--- config.mk ---
export PLATFORM = sky130hd
export DESIGN_NAME = ita_top
export DESIGN_NICKNAME = d
export VERILOG_FILES = /design/src/hdl/ita_top.v /design/src/hdl/ita_data_bytes.v
export VERILOG_INCLUDE_DIRS = /design/src /design/src/hdl
export SDC_FILE = /design/constraint.sdc
export NUM_CORES = 1
export LEC_CHECK = 0
export ABC_AREA = 1
export ABC_CLOCK_PERIOD_IN_PS = 1610
export BUFFER_PORTS_ARGS = -buffer_cell sky130_fd_sc_hd__buf_4
export CAP_MARGIN = 5
export CORE_MARGIN = 2
export CORE_UTILIZATION = 52
export DETAILED_ROUTE_END_ITERATION = 8
export GPL_TIMING_DRIVEN = 0
export PLACE_DENSITY = 0.77
export SYNTH_ARGS = -nofsm -noshare
export SYNTH_HDL_FRONTEND = slang
export SYNTH_SLANG_ARGS = --single-unit
--- constraint.sdc ---
create_clock -name SYS_CLK -period 1.61 [get_ports SYS_CLK]
set_input_delay 0.161 -clock SYS_CLK [delete_from_list [all_inputs] [get_ports SYS_CLK]]
set_output_delay 0.161 -clock SYS_CLK [all_outputs]
set_load 0.05 [all_outputs]
--- src/hdl/ita_consts.vh ---
// Contract
// - Control register bits 7-5 pick the access class of an indirect access.
// - Class 000 uses control bits 3-2 to pick static, VLAN, dynamic or counter table.
// - Table choice 00 maps indices 0x000-0x01F onto 32 static entries.
// - Table choice 01 maps indices up to 0x1FF onto VLAN buckets of four.
// - Table choice 10 reaches the 1024-entry learned address table.
// - Table choice 11 gives each of five ports 32 counters, 0x020 apart.
// - Total-byte and dropped counters sit at 0x100 upward, above port blocks.
// - Other classes take address bits 11-8 from control bits 3-0.
// - Class 001 reaches six 16-bit energy-saving words per port via byte data; the code moves only bits 7-0 of each word.
// - Class 010 reaches sixteen filter entries per port, two addresses each.
// - Class 100 reaches configuration space: nibble 0 global, 1-4 ports.
// - Entry data travels in eight byte registers, most significant byte first.
`ifndef ITA_CONSTS_VH
`define ITA_CONSTS_VH
`define ITA_OFS_CTRL      8'h6e
`define ITA_OFS_ADDR_LO   8'h6f
`define ITA_OFS_DATA_HI   8'h71
`define ITA_OFS_DATA_LO   8'h78
`define ITA_OFS_BYTE_DATA 8'ha0
`define ITA_CTRL_RESET    8'h00
`define ITA_CLASS_MSB     7
`define ITA_CLASS_LSB     5
`define ITA_READ_BIT      4
`define ITA_TSEL_MSB      3
`define ITA_TSEL_LSB      2
`define ITA_CLASS_TABLE   3'h0
`define ITA_CLASS_EEE     3'h1
`define ITA_CLASS_ACL     3'h2
`define ITA_CLASS_CFG     3'h4
`define ITA_TSEL_STATIC   2'h0
`define ITA_TSEL_VLAN     2'h1
`define ITA_TSEL_DYN      2'h2
`define ITA_TSEL_MIB      2'h3
`define ITA_GRP_STATIC    3'h0
`define ITA_GRP_VLAN      3'h1
`define ITA_GRP_DYN       3'h2
`define ITA_GRP_MIB       3'h3
`define ITA_GRP_EEE       3'h4
`define ITA_GRP_ACL       3'h5
`define ITA_GRP_CFG       3'h6
`define ITA_STATIC_LAST   12'h01f
`define ITA_VLAN_LAST     12'h1ff
`define ITA_DYN_LAST      12'h3ff
`define ITA_MIB_PORT_LAST 12'h09f
`define ITA_MIB_TOT_FIRST 12'h100
`define ITA_MIB_TOT_LAST  12'h113
`define ITA_EEE_LAST      8'h05
`define ITA_ACL_LAST      8'h1f
`define ITA_PORT_LAST     4'h5
`define ITA_CFG_PORT_LAST 4'h4
`define ITA_DATA_RESET    8'h00
`endif

--- src/hdl/ita_top.v ---
`timescale 1ns/10ps
`include "ita_consts.vh"
// Indirect table access window of the switch core.
module ita_top (
  input  wire        SYS_CLK,
  input  wire        RESETN,
  input  wire        CE,
  input  wire [7:0]  REG_ADDR,
  input  wire        REG_WR,
  input  wire        REG_RD,
  input  wire [7:0]  REG_WDATA,
  output reg  [7:0]  REG_RDATA,
  output reg         REG_RVALID,
  output wire        REG_READY,
  output reg         TBL_REQ,
  output reg         TBL_WRITE,
  output reg  [2:0]  TBL_GROUP,
  output reg  [2:0]  TBL_PORT,
  output reg  [11:0] TBL_INDEX,
  output reg  [63:0] TBL_WDATA,
  input  wire        TBL_ACK,
  input  wire [63:0] TBL_RDATA,
  output reg         ACCESS_ERROR
);
  localparam [2:0] ST_IDLE = 3'b001;
  localparam [2:0] ST_REQ  = 3'b010;
  localparam [2:0] ST_WAIT = 3'b100;

  reg  [2:0]  state;
  reg  [2:0]  next_state;
  reg  [7:0]  ctrl;
  reg  [7:0]  addr_lo;
  reg  [7:0]  byte_data;
  reg  [7:0]  rd_sel_addr;
  reg         rd_pend;
  reg  [7:0]  direct_q;
  reg         dec_ok;
  reg  [2:0]  dec_group;
  reg  [2:0]  dec_port;
  reg  [11:0] dec_index;
  wire [2:0]  acc_class = ctrl[`ITA_CLASS_MSB:`ITA_CLASS_LSB];
  wire [1:0]  tsel      = ctrl[`ITA_TSEL_MSB:`ITA_TSEL_LSB];
  wire [3:0]  nib       = ctrl[3:0];
  wire        is_read   = ctrl[`ITA_READ_BIT];
  wire        busy      = (state != ST_IDLE);
  wire        wr_ok     = REG_WR & ~busy & CE;
  wire        rd_ok     = REG_RD & ~busy & CE;
  wire        in_data   = (REG_ADDR >= `ITA_OFS_DATA_HI) && (REG_ADDR <= `ITA_OFS_DATA_LO);
  wire [2:0]  data_idx  = REG_ADDR[2:0] - 3'h1;
  wire        trigger   = wr_ok && (REG_ADDR == `ITA_OFS_ADDR_LO);
  wire [7:0]  dbuf_rd;
  wire [63:0] entry;
  wire        load_we   = (state == ST_WAIT) && TBL_ACK && !TBL_WRITE && (TBL_GROUP <= `ITA_GRP_MIB);
  wire [11:0] tbl_addr  = {2'h0, ctrl[1:0], addr_lo};
  wire [11:0] port_addr = {nib, addr_lo};

  // The host must wait for REG_READY, so no data-register access overtakes a read.
  assign REG_READY = ~busy;

  ita_data_bytes u_data (
    .clk        (SYS_CLK),
    .resetn     (RESETN),
    .ce         (CE),
    .byte_we    (wr_ok & in_data),
    .byte_idx   (data_idx),
    .byte_wdata (REG_WDATA),
    .load_we    (load_we),
    .load_data  (TBL_RDATA),
    .rd_idx     (data_idx),
    .rd_data    (dbuf_rd),
    .entry      (entry)
  );

  // Decodes the class, table choice and index into a target group and port.
  always @* begin
    dec_ok    = 1'b0;
    dec_group = `ITA_GRP_STATIC;
    dec_port  = 3'h0;
    dec_index = tbl_addr;
    case (acc_class)
      `ITA_CLASS_TABLE: begin
        case (tsel)
          `ITA_TSEL_STATIC: begin
            dec_group = `ITA_GRP_STATIC;
            dec_ok    = (tbl_addr <= `ITA_STATIC_LAST);
          end
          `ITA_TSEL_VLAN: begin
            dec_group = `ITA_GRP_VLAN;
            dec_ok    = (tbl_addr <= `ITA_VLAN_LAST);
          end
          `ITA_TSEL_DYN: begin
            dec_group = `ITA_GRP_DYN;
            dec_ok    = (tbl_addr <= `ITA_DYN_LAST);
          end
          default: begin
            dec_group = `ITA_GRP_MIB;
            if (tbl_addr <= `ITA_MIB_PORT_LAST) begin
              dec_ok    = 1'b1;
              dec_port  = tbl_addr[7:5] + 3'h1;
              dec_index = {7'h00, tbl_addr[4:0]};
            end else if ((tbl_addr >= `ITA_MIB_TOT_FIRST) && (tbl_addr <= `ITA_MIB_TOT_LAST)) begin
              dec_ok = 1'b1;
            end
          end
        endcase
      end
      `ITA_CLASS_EEE: begin
        dec_group = `ITA_GRP_EEE;
        dec_index = port_addr;
        dec_port  = nib[2:0];
        dec_ok    = (nib != 4'h0) && (nib <= `ITA_PORT_LAST) && (addr_lo <= `ITA_EEE_LAST);
      end
      `ITA_CLASS_ACL: begin
        dec_group = `ITA_GRP_ACL;
        dec_index = port_addr;
        dec_port  = nib[2:0];
        dec_ok    = (nib != 4'h0) && (nib <= `ITA_PORT_LAST) && (addr_lo <= `ITA_ACL_LAST);
      end
      `ITA_CLASS_CFG: begin
        dec_group = `ITA_GRP_CFG;
        dec_index = port_addr;
        dec_port  = nib[2:0];
        dec_ok    = (nib <= `ITA_CFG_PORT_LAST);
      end
      default: begin
        dec_ok = 1'b0;
      end
    endcase
  end

  always @* begin
    next_state = state;
    case (state)
      ST_IDLE: begin
        if (trigger)
          next_state = ST_REQ;
      end
      ST_REQ: begin
        if (!dec_ok)
          next_state = ST_IDLE;
        else
          next_state = ST_WAIT;
      end
      ST_WAIT: begin
        if (TBL_ACK)
          next_state = ST_IDLE;
      end
      default: begin
        next_state = ST_IDLE;
      end
    endcase
  end

  always @(posedge SYS_CLK or negedge RESETN) begin
    if (!RESETN) begin
      state        <= ST_IDLE;
      ctrl         <= `ITA_CTRL_RESET;
      addr_lo      <= `ITA_DATA_RESET;
      byte_data    <= `ITA_DATA_RESET;
      TBL_REQ      <= 1'b0;
      TBL_WRITE    <= 1'b0;
      TBL_GROUP    <= `ITA_GRP_STATIC;
      TBL_PORT     <= 3'h0;
      TBL_INDEX    <= 12'h000;
      TBL_WDATA    <= 64'h0000000000000000;
      ACCESS_ERROR <= 1'b0;
    end else if (CE) begin
      state   <= next_state;
      TBL_REQ <= 1'b0;
      if (wr_ok && (REG_ADDR == `ITA_OFS_CTRL))
        ctrl <= REG_WDATA;
      if (trigger)
        addr_lo <= REG_WDATA;
      if (wr_ok && (REG_ADDR == `ITA_OFS_BYTE_DATA))
        byte_data <= REG_WDATA;
      if (state == ST_REQ) begin
        ACCESS_ERROR <= ~dec_ok;
        if (dec_ok) begin
          TBL_REQ   <= 1'b1;
          TBL_WRITE <= ~is_read;
          TBL_GROUP <= dec_group;
          TBL_PORT  <= dec_port;
          TBL_INDEX <= dec_index;
          // Table class moves whole entries; the other classes move one byte.
          if (acc_class == `ITA_CLASS_TABLE)
            TBL_WDATA <= entry;
          else
            TBL_WDATA <= {56'h00000000000000, byte_data};
        end
      end
      if ((state == ST_WAIT) && TBL_ACK && !TBL_WRITE && (TBL_GROUP > `ITA_GRP_MIB))
        byte_data <= TBL_RDATA[7:0];
    end
  end

  // Register reads answer two cycles after the strobe, from flip-flops.
  always @(posedge SYS_CLK or negedge RESETN) begin
    if (!RESETN) begin
      rd_pend     <= 1'b0;
      rd_sel_addr <= 8'h00;
      direct_q    <= 8'h00;
      REG_RDATA   <= 8'h00;
      REG_RVALID  <= 1'b0;
    end else if (CE) begin
      rd_pend     <= rd_ok;
      rd_sel_addr <= REG_ADDR;
      case (REG_ADDR)
        `ITA_OFS_CTRL:      direct_q <= ctrl;
        `ITA_OFS_ADDR_LO:   direct_q <= addr_lo;
        `ITA_OFS_BYTE_DATA: direct_q <= byte_data;
        default:            direct_q <= 8'h00;
      endcase
      REG_RVALID <= rd_pend;
      if (rd_pend) begin
        if ((rd_sel_addr >= `ITA_OFS_DATA_HI) && (rd_sel_addr <= `ITA_OFS_DATA_LO))
          REG_RDATA <= dbuf_rd;
        else
          REG_RDATA <= direct_q;
      end
    end
  end
endmodule

--- src/hdl/ita_data_bytes.v ---
`timescale 1ns/10ps
`include "ita_consts.vh"
// Eight-byte entry buffer; byte 0 holds bits 63:56. Read data is registered.
module ita_data_bytes (
  input  wire        clk,
  input  wire        resetn,
  input  wire        ce,
  input  wire        byte_we,
  input  wire [2:0]  byte_idx,
  input  wire [7:0]  byte_wdata,
  input  wire        load_we,
  input  wire [63:0] load_data,
  input  wire [2:0]  rd_idx,
  output reg  [7:0]  rd_data,
  output wire [63:0] entry
);
  reg [7:0] mem [0:7];
  integer   i;

  genvar g;
  generate
    for (g = 0; g < 8; g = g + 1) begin : g_entry
      assign entry[63-8*g -: 8] = mem[g];
    end
  endgenerate

  always @(posedge clk or negedge resetn) begin
    if (!resetn) begin
      for (i = 0; i < 8; i = i + 1)
        mem[i] <= `ITA_DATA_RESET;
      rd_data <= `ITA_DATA_RESET;
    end else if (ce) begin
      if (load_we) begin
        for (i = 0; i < 8; i = i + 1)
          mem[i] <= load_data[63-8*i -: 8];
      end else if (byte_we) begin
        mem[byte_idx] <= byte_wdata;
      end
      rd_data <= mem[rd_idx];
    end
  end
endmodule

Word-level counts from Yosys, hierarchy flattened
Index checks and enable logic that the tools add are counted.

Register bits: 210. Input bits: 86. Logic and storage cells: 129.

$add $sub $neg: 2. Magnitude comparators: 18. Equal/unequal tests: 14. Mux-type cells: 31. Bitwise operators: 9. Reductions and logical operators: 30.

Operators with widths (count): 64-bit two-way mux (3); 64-bit bitwise mux (1); 8-bit two-way mux (6); 8-bit binary-select mux with 3-bit select (1); 8-bit demux with 3-bit select (1); 12-bit case mux with 2 select lines (1); 8-bit case mux with 3 select lines (1); 10-bit by 9-bit less-or-equal comparator with 1-bit output (second input constant) (2); 10-bit two-way mux (2); 8-bit by 7-bit equality test with 1-bit output (second input constant) (2); 8-bit by 7-bit greater-or-equal comparator with 1-bit output (second input constant) (2); 8-bit by 7-bit less-or-equal comparator with 1-bit output (second input constant) (2); 3-bit two-way mux (5); 1-bit logical AND (14); 3-bit case mux with 4 select lines (1); 2-bit AND reduction (6); 10-bit by 9-bit greater-or-equal comparator with 1-bit output (second input constant) (1); 10-bit less-or-equal comparator (second input constant) (1); 10-bit by 5-bit less-or-equal comparator with 1-bit output (second input constant) (1); 10-bit by 8-bit less-or-equal comparator with 1-bit output (second input constant) (1); 3-bit case mux with 3 select lines (1); 8-bit equality test (second input constant) (1); 4-bit by 3-bit less-or-equal comparator with 1-bit output (second input constant) (2); 8-bit by 3-bit less-or-equal comparator with 1-bit output (second input constant) (1); other kinds (29) (45).

Longest topological paths before layout
Word-level depth: 9. Gate-level depth with buffers: 13.

Cells and area by module
Synthesis repeated with hierarchy kept, for this count alone.

Cell total of the unflattened synthesis: 1519. Area total of the unflattened synthesis: 11104.4 um2.

By module, submodules not included: ita_top (instances 1, cells each 924, area an instance 6895.4 um2, seq. area each 3454.6 um2); ita_data_bytes (instances 1, cells each 595, area an instance 4209.0 um2, seq. area each 1801.7 um2).

Least setup slack after synthesis
Ideal clock, no wire load.

Path kind: input to register. Start: in REG_ADDR[0]. End: reg u_data.mem, in the netlist u_data.entry[56]. Library setup time: 117 ps. Data arrival time: 1876 ps. Data required time: 1493 ps. Setup slack: -384 ps. Stages: 9. Path buffers: 2. Cells stage by stage: buf_2 clkinv_1 ha_1 clkbuf_1 nand3_1 nand2_1 nand2_2 nand2_1 nand2_1.

Cells in the longest elaborated chain, start to end: 9. Elaborated cells on any way between the ends: 16. Classes of those cells: add/sub (1); order compare (4); mux (5); bitwise (2); reduce/logical (4).

Ends and longest elaborated chain: from (decl) (line ita_top.v:8) `input wire [7:0] REG_ADDR,`; 3-bit by 1-bit subtractor with 3-bit output (line ita_top.v:49) `wire [2:0] data_idx = REG_ADDR[2:0] - 3'h1;`; 3-bit NOT with 4-bit output (not written as such) (line ita_data_bytes.v:37) `mem[byte_idx] <= byte_wdata;`; 4-bit greater-or-equal comparator (not written as such) or 4-bit by 1-bit < comparator with 1-bit output (tied branches) (line ita_data_bytes.v:37); 1-bit logical AND (not written as such) (line ita_data_bytes.v:37); 8-bit two-way mux (not written as such) (line ita_data_bytes.v:37); 8-bit demux with 3-bit select (line ita_data_bytes.v:37); 64-bit bitwise mux (line ita_data_bytes.v:37); 64-bit two-way mux (line ita_data_bytes.v:36) `end else if (byte_we) begin`; 64-bit two-way mux (line ita_data_bytes.v:33) `if (load_we) begin`; to (signal, indexed assignment) (line ita_data_bytes.v:30) `` mem[i] <= `ITA_DATA_RESET; ``; to (signal, indexed assignment) (line ita_data_bytes.v:35) `mem[i] <= load_data[63-8*i -: 8];`; to (signal, indexed assignment) (line ita_data_bytes.v:37); to (decl) (line ita_data_bytes.v:17) `reg [7:0] mem [0:7];`.

Parallel ways exist; a longest one is shown, timed or not. The select of a mux whose other input is x is not followed. A chain may end at the register's enable or synchronous reset.

Final worst setup path
Start: reg state[0]. End: reg u_data.mem, in the netlist u_data.entry[12].

Cells in the longest elaborated chain, start to end: 7. Elaborated cells on any way between the ends: 12. Classes of those cells: eq/ne (2); mux (1); bitwise (4); reduce/logical (5).

Ends and longest elaborated chain: from (decl) (line ita_top.v:29) `reg [2:0] state;`; from (signal assigned) (line ita_top.v:168) `state <= next_state;`; 3-bit by 1-bit inequality test with 1-bit output (line ita_top.v:45) `wire busy = (state != ST_IDLE);`; 1-bit NOT (line ita_top.v:46) `wire wr_ok = REG_WR & ~busy & CE;`; 1-bit bitwise AND (2 in a row) (line ita_top.v:46); 1-bit bitwise AND (line ita_top.v:64) `.byte_we (wr_ok & in_data),`; 2-bit nonzero test (no source line); 2-bit AND reduction (no source line).

Parallel ways exist; a longest one is shown, timed or not.

==> results by group <==
Synthesis
  – Area leader, netlist: dfrtp_1
  – Yosys cell types: 31
  – Yosys reg bits: 210
  – Post-synth top area share: 47.9%
  – Seq/Total Area, Yosys: 48.1%
  – Syn nets: 1593
  – Mapped Cells: 1502
  – Area contributors post-synth: dfrtp_1 48%, nand2_1 18%, nand3_1 8.0%, inv_1 6.4%, o21ai_0 4.9%
  – Avg Synthesized Cell Area: 7.28 um2
  – Mapped cell area: 10900 um2
  – Yosys warnings: 0

Drt
  – Initial DRC count: 1571
  – First drt pass iteration count: 6
  – DRT antenna net count: 0
  – # DRC: 0
  – DR WL/cell: 19.1 um
  – Detailed Route WL: 39500 um
  – Vias per cell: 5.67
  – Via count: 11700

Worst setup path
  – CP Max Fanout: 8
  – Data required time at the worst endpoint: 2.01 ns
  – Startpoint Class: flip-flop
  – Nature of the critical path endpoint: flip-flop
  – Worst path arrival time: 2.28 ns
  – Reg2Reg Depth: 9
  – Critical setup path kind: flip-flop to flip-flop

STA
  – Fmax achieved: 535 MHz
  – Slew headroom: 48.8%
  – Crit share post-route: 116%
  – Worst-margin pin slew: 0.769 ns
  – Hold WS: 0.0209 ns
  – Fin crit period: 1.87 ns
  – Setup_tns: -30.90 ns
  – Endpoints failing setup: 175
  – Clk_skew: 0.0134 ns
  – Count of pins over their slew limit: 0
  – RSZ-0062 raised after global routing: true
  – Hold Fails Final Rpt: 0
  – Final setup margin: -0.260 ns

Clocking
  – Clock sink count: 210
  – Clock Tree Root: clkbuf_16
  – Reg clk slew, reported paths: 0.06 ns
  – CTS tree: yes
  – Clk_lat worst skew: 0.52 ns
  – CTS Buffer Depth: 3
  – CTS buffer count: 23
  – Depth of the CTS H-tree: 1

Job
  – Max Cap Viol: 0

GRT
  – Vias in the first global route: 10700
  – First-pass GRT wire length: 57200 um
  – GRT Total Usage: 33.1%
  – Largest net degree at the start of global routing: 116
  – GRT busiest layer: met2
  – Grt met2 use: 52.2%
  – Met1 global-route usage: 44.8%
  – Met3 Resource Use GR: 6.33%
  – Initial antenna violation count: 0
  – Grt total ovfl: 0

Placed design
  – # port buffers: 180
  – Routability cong.: 0.945
  – HPWL after DPL: 25300 um

Hold path
  – Worst hold stages: 5
  – Hold Crit Class: primary input to flip-flop

Die
  – Core Area: 20800 um2
  – Io pins: 181
  – Row count: 53
  – Die W: 149 um
  – Die Span Y: 149 um
  – Die area: 22200 um2
  – Initial Utilization: 52.5%

Power and ir drop
  – Maximum vdd drop: 0.807 mV
  – Leak Pwr: 7.98 nW
  – Cell Pwr Density: 1010 nW/um2

Run status
  – Status: complete, but fails checks
  – Failing checks: setup timing

Final layout
  – Layout Nets: 1873
  – Antenna fix cells: 0
  – Share of post-route cells with drive strength above 1: 29.0%
  – P&R area growth vs syn: 40.5%
## critical path: stages, from the launching register on
cell	delay, ns
dfstp_2	0.60
nand3_4	0.12
nor2_4	0.20
nand3_2	0.14
o21ai_4	0.11
buf_12	0.18
buf_16	0.18
nand2_8	0.10
nand2_4	0.09
nand2_2	0.04
## cell usage after synthesis
cell type / n
o21ai_0: 108
nor3_1: 2
o21ai_1: 3
inv_1: 185
buf_2: 25
nand2_2: 10
o22ai_1: 64
nor2_2: 2
nand2_1: 535
clkbuf_1: 36
inv_2: 2
nor2_1: 87
nor4_4: 1
nor3_2: 1
nand3_2: 3
a21boi_0: 1
a21oi_1: 22
o21ai_4: 1
o21ai_2: 1
buf_4: 4
nand4_1: 3
buf_1: 3
xor2_1: 1
buf_6: 9
dfstp_2: 1
dfrtp_1: 209
clkinv_1: 1
or2_2: 1
nand3_1: 175
nor2_4: 1
ha_1: 5
## per-stage QoR
step | instance area [um2] | util, % | power (mW) | setup slack (ns) | cells
global route | 15400 | 73.7 | 15.9 | -0.316 | 2073
floorplan | 11100 | - | 7.98 | 0.00889 | 1502
global placement | 12800 | 61.4 | 9.13 | -1.28 | 1957
detailed placement | 12800 | 61.5 | 9.19 | -0.591 | 1958
CTS | 14600 | 69.9 | 14.9 | -0.131 | 2043
finish | 15400 | 73.7 | 15.4 | -0.260 | 2073
## timing repair
item | 4_1_cts | 5_1_grt
setup endpoints to repair | 177 | 189
hold endpoints to repair | 119 | 0
hold buffers | 17 | 0
cloned | 2 | 7
pin swaps | 13 | 17
setup buffers | 26 | 25
gates resized for setup | 171 | 188
## cell families (layout without fill, tap and decap cells)
logic type / Yosys count / after routing / share of synthesized area [%]
adders and majority gates: 5 / 5 / 0.572
AOI/OAI and AO/OA: 200 / 200 / 10.1
xor gates and xnor gates: 1 / 1 / 0.0802
DFF: 210 / 210 / 48.1
buffers and inverters: 265 / 561 / 10.1
and+or+nand+nor: 821 / 821 / 31.1
## where the power goes
part	switching [mW]	internal, mW	total [mW]
clock network	2.22	3.19	5.41
logic	2.73	1.45	4.17
registers	0.258	5.61	5.87
total	5.21	10.2	15.4
## flip-flops by register name (all words and copies together) (netlist names), 3 cells and up
register and count:
u_data.rd_data 8, TBL_INDEX 12, byte_data 8, REG_RDATA 8, direct_q 8, ctrl 8
TBL_WDATA 64, rd_sel_addr 8, TBL_PORT 3, state 3, TBL_GROUP 3, addr_lo 8
u_data.entry 64
## layout make-up
cell class              count  area (um2)
clock buffers              34         667
multi-input cells        1027        5350
fillers                  1562        5470
inverters                 188         716
flip-flops and latches    210        5270
repair buffers            257        2190
clock inverters             7        96.3
well taps                 275         344
plain buffers              75         716
## path summary, 6_finish.rpt
check,startpoint,to,slack (ns)
max in group asynchronous,RESETN,ctrl[1]$_DFFE_PN0P_,0.27
min in group asynchronous,RESETN,TBL_WDATA[3]$_DFFE_PN0P_,0.24
worst min-delay path,TBL_RDATA[21],u_data.entry[21]$_DFFE_PN0P_,0.02
worst min register to register,TBL_INDEX[9]$_DFFE_PN0P_,TBL_INDEX[9]$_DFFE_PN0P_,0.47
worst max-delay path,state[0]$_DFFE_PN1P_,u_data.entry[12]$_DFFE_PN0P_,-0.26
worst max register to register,state[0]$_DFFE_PN1P_,u_data.entry[12]$_DFFE_PN0P_,-0.26
## cells in the final DEF, fill, tap and decap left out, types with 10 or more instances in the layout
| master | instances |
|---|---|
| buf_6 | 31 |
| buf_4 | 221 |
| buf_8 | 13 |
| inv_1 | 181 |
| o22ai_1 | 60 |
| nand2_4 | 25 |
| nand3_1 | 162 |
| a21oi_1 | 22 |
| nand2_2 | 77 |
| o21ai_1 | 16 |
| o21ai_2 | 14 |
| clkbuf_1 | 18 |
| nand2_8 | 10 |
| dlygate4sd3_1 | 17 |
| o21ai_0 | 80 |
| dfrtp_1 | 199 |
| dfrtp_2 | 10 |
| clkbuf_16 | 27 |
| nor2_1 | 77 |
| nand2_1 | 433 |
## routing by layer
layer	wire (um)	vias up	part of all wire [%]
li1	-	5339	-
met1	15500	5422	39
met2	18200	786	46
met3	3680	202	9.3
met4	2180	0	5.5
met5	0	-	0
Power figures use the tool's default switching activity.
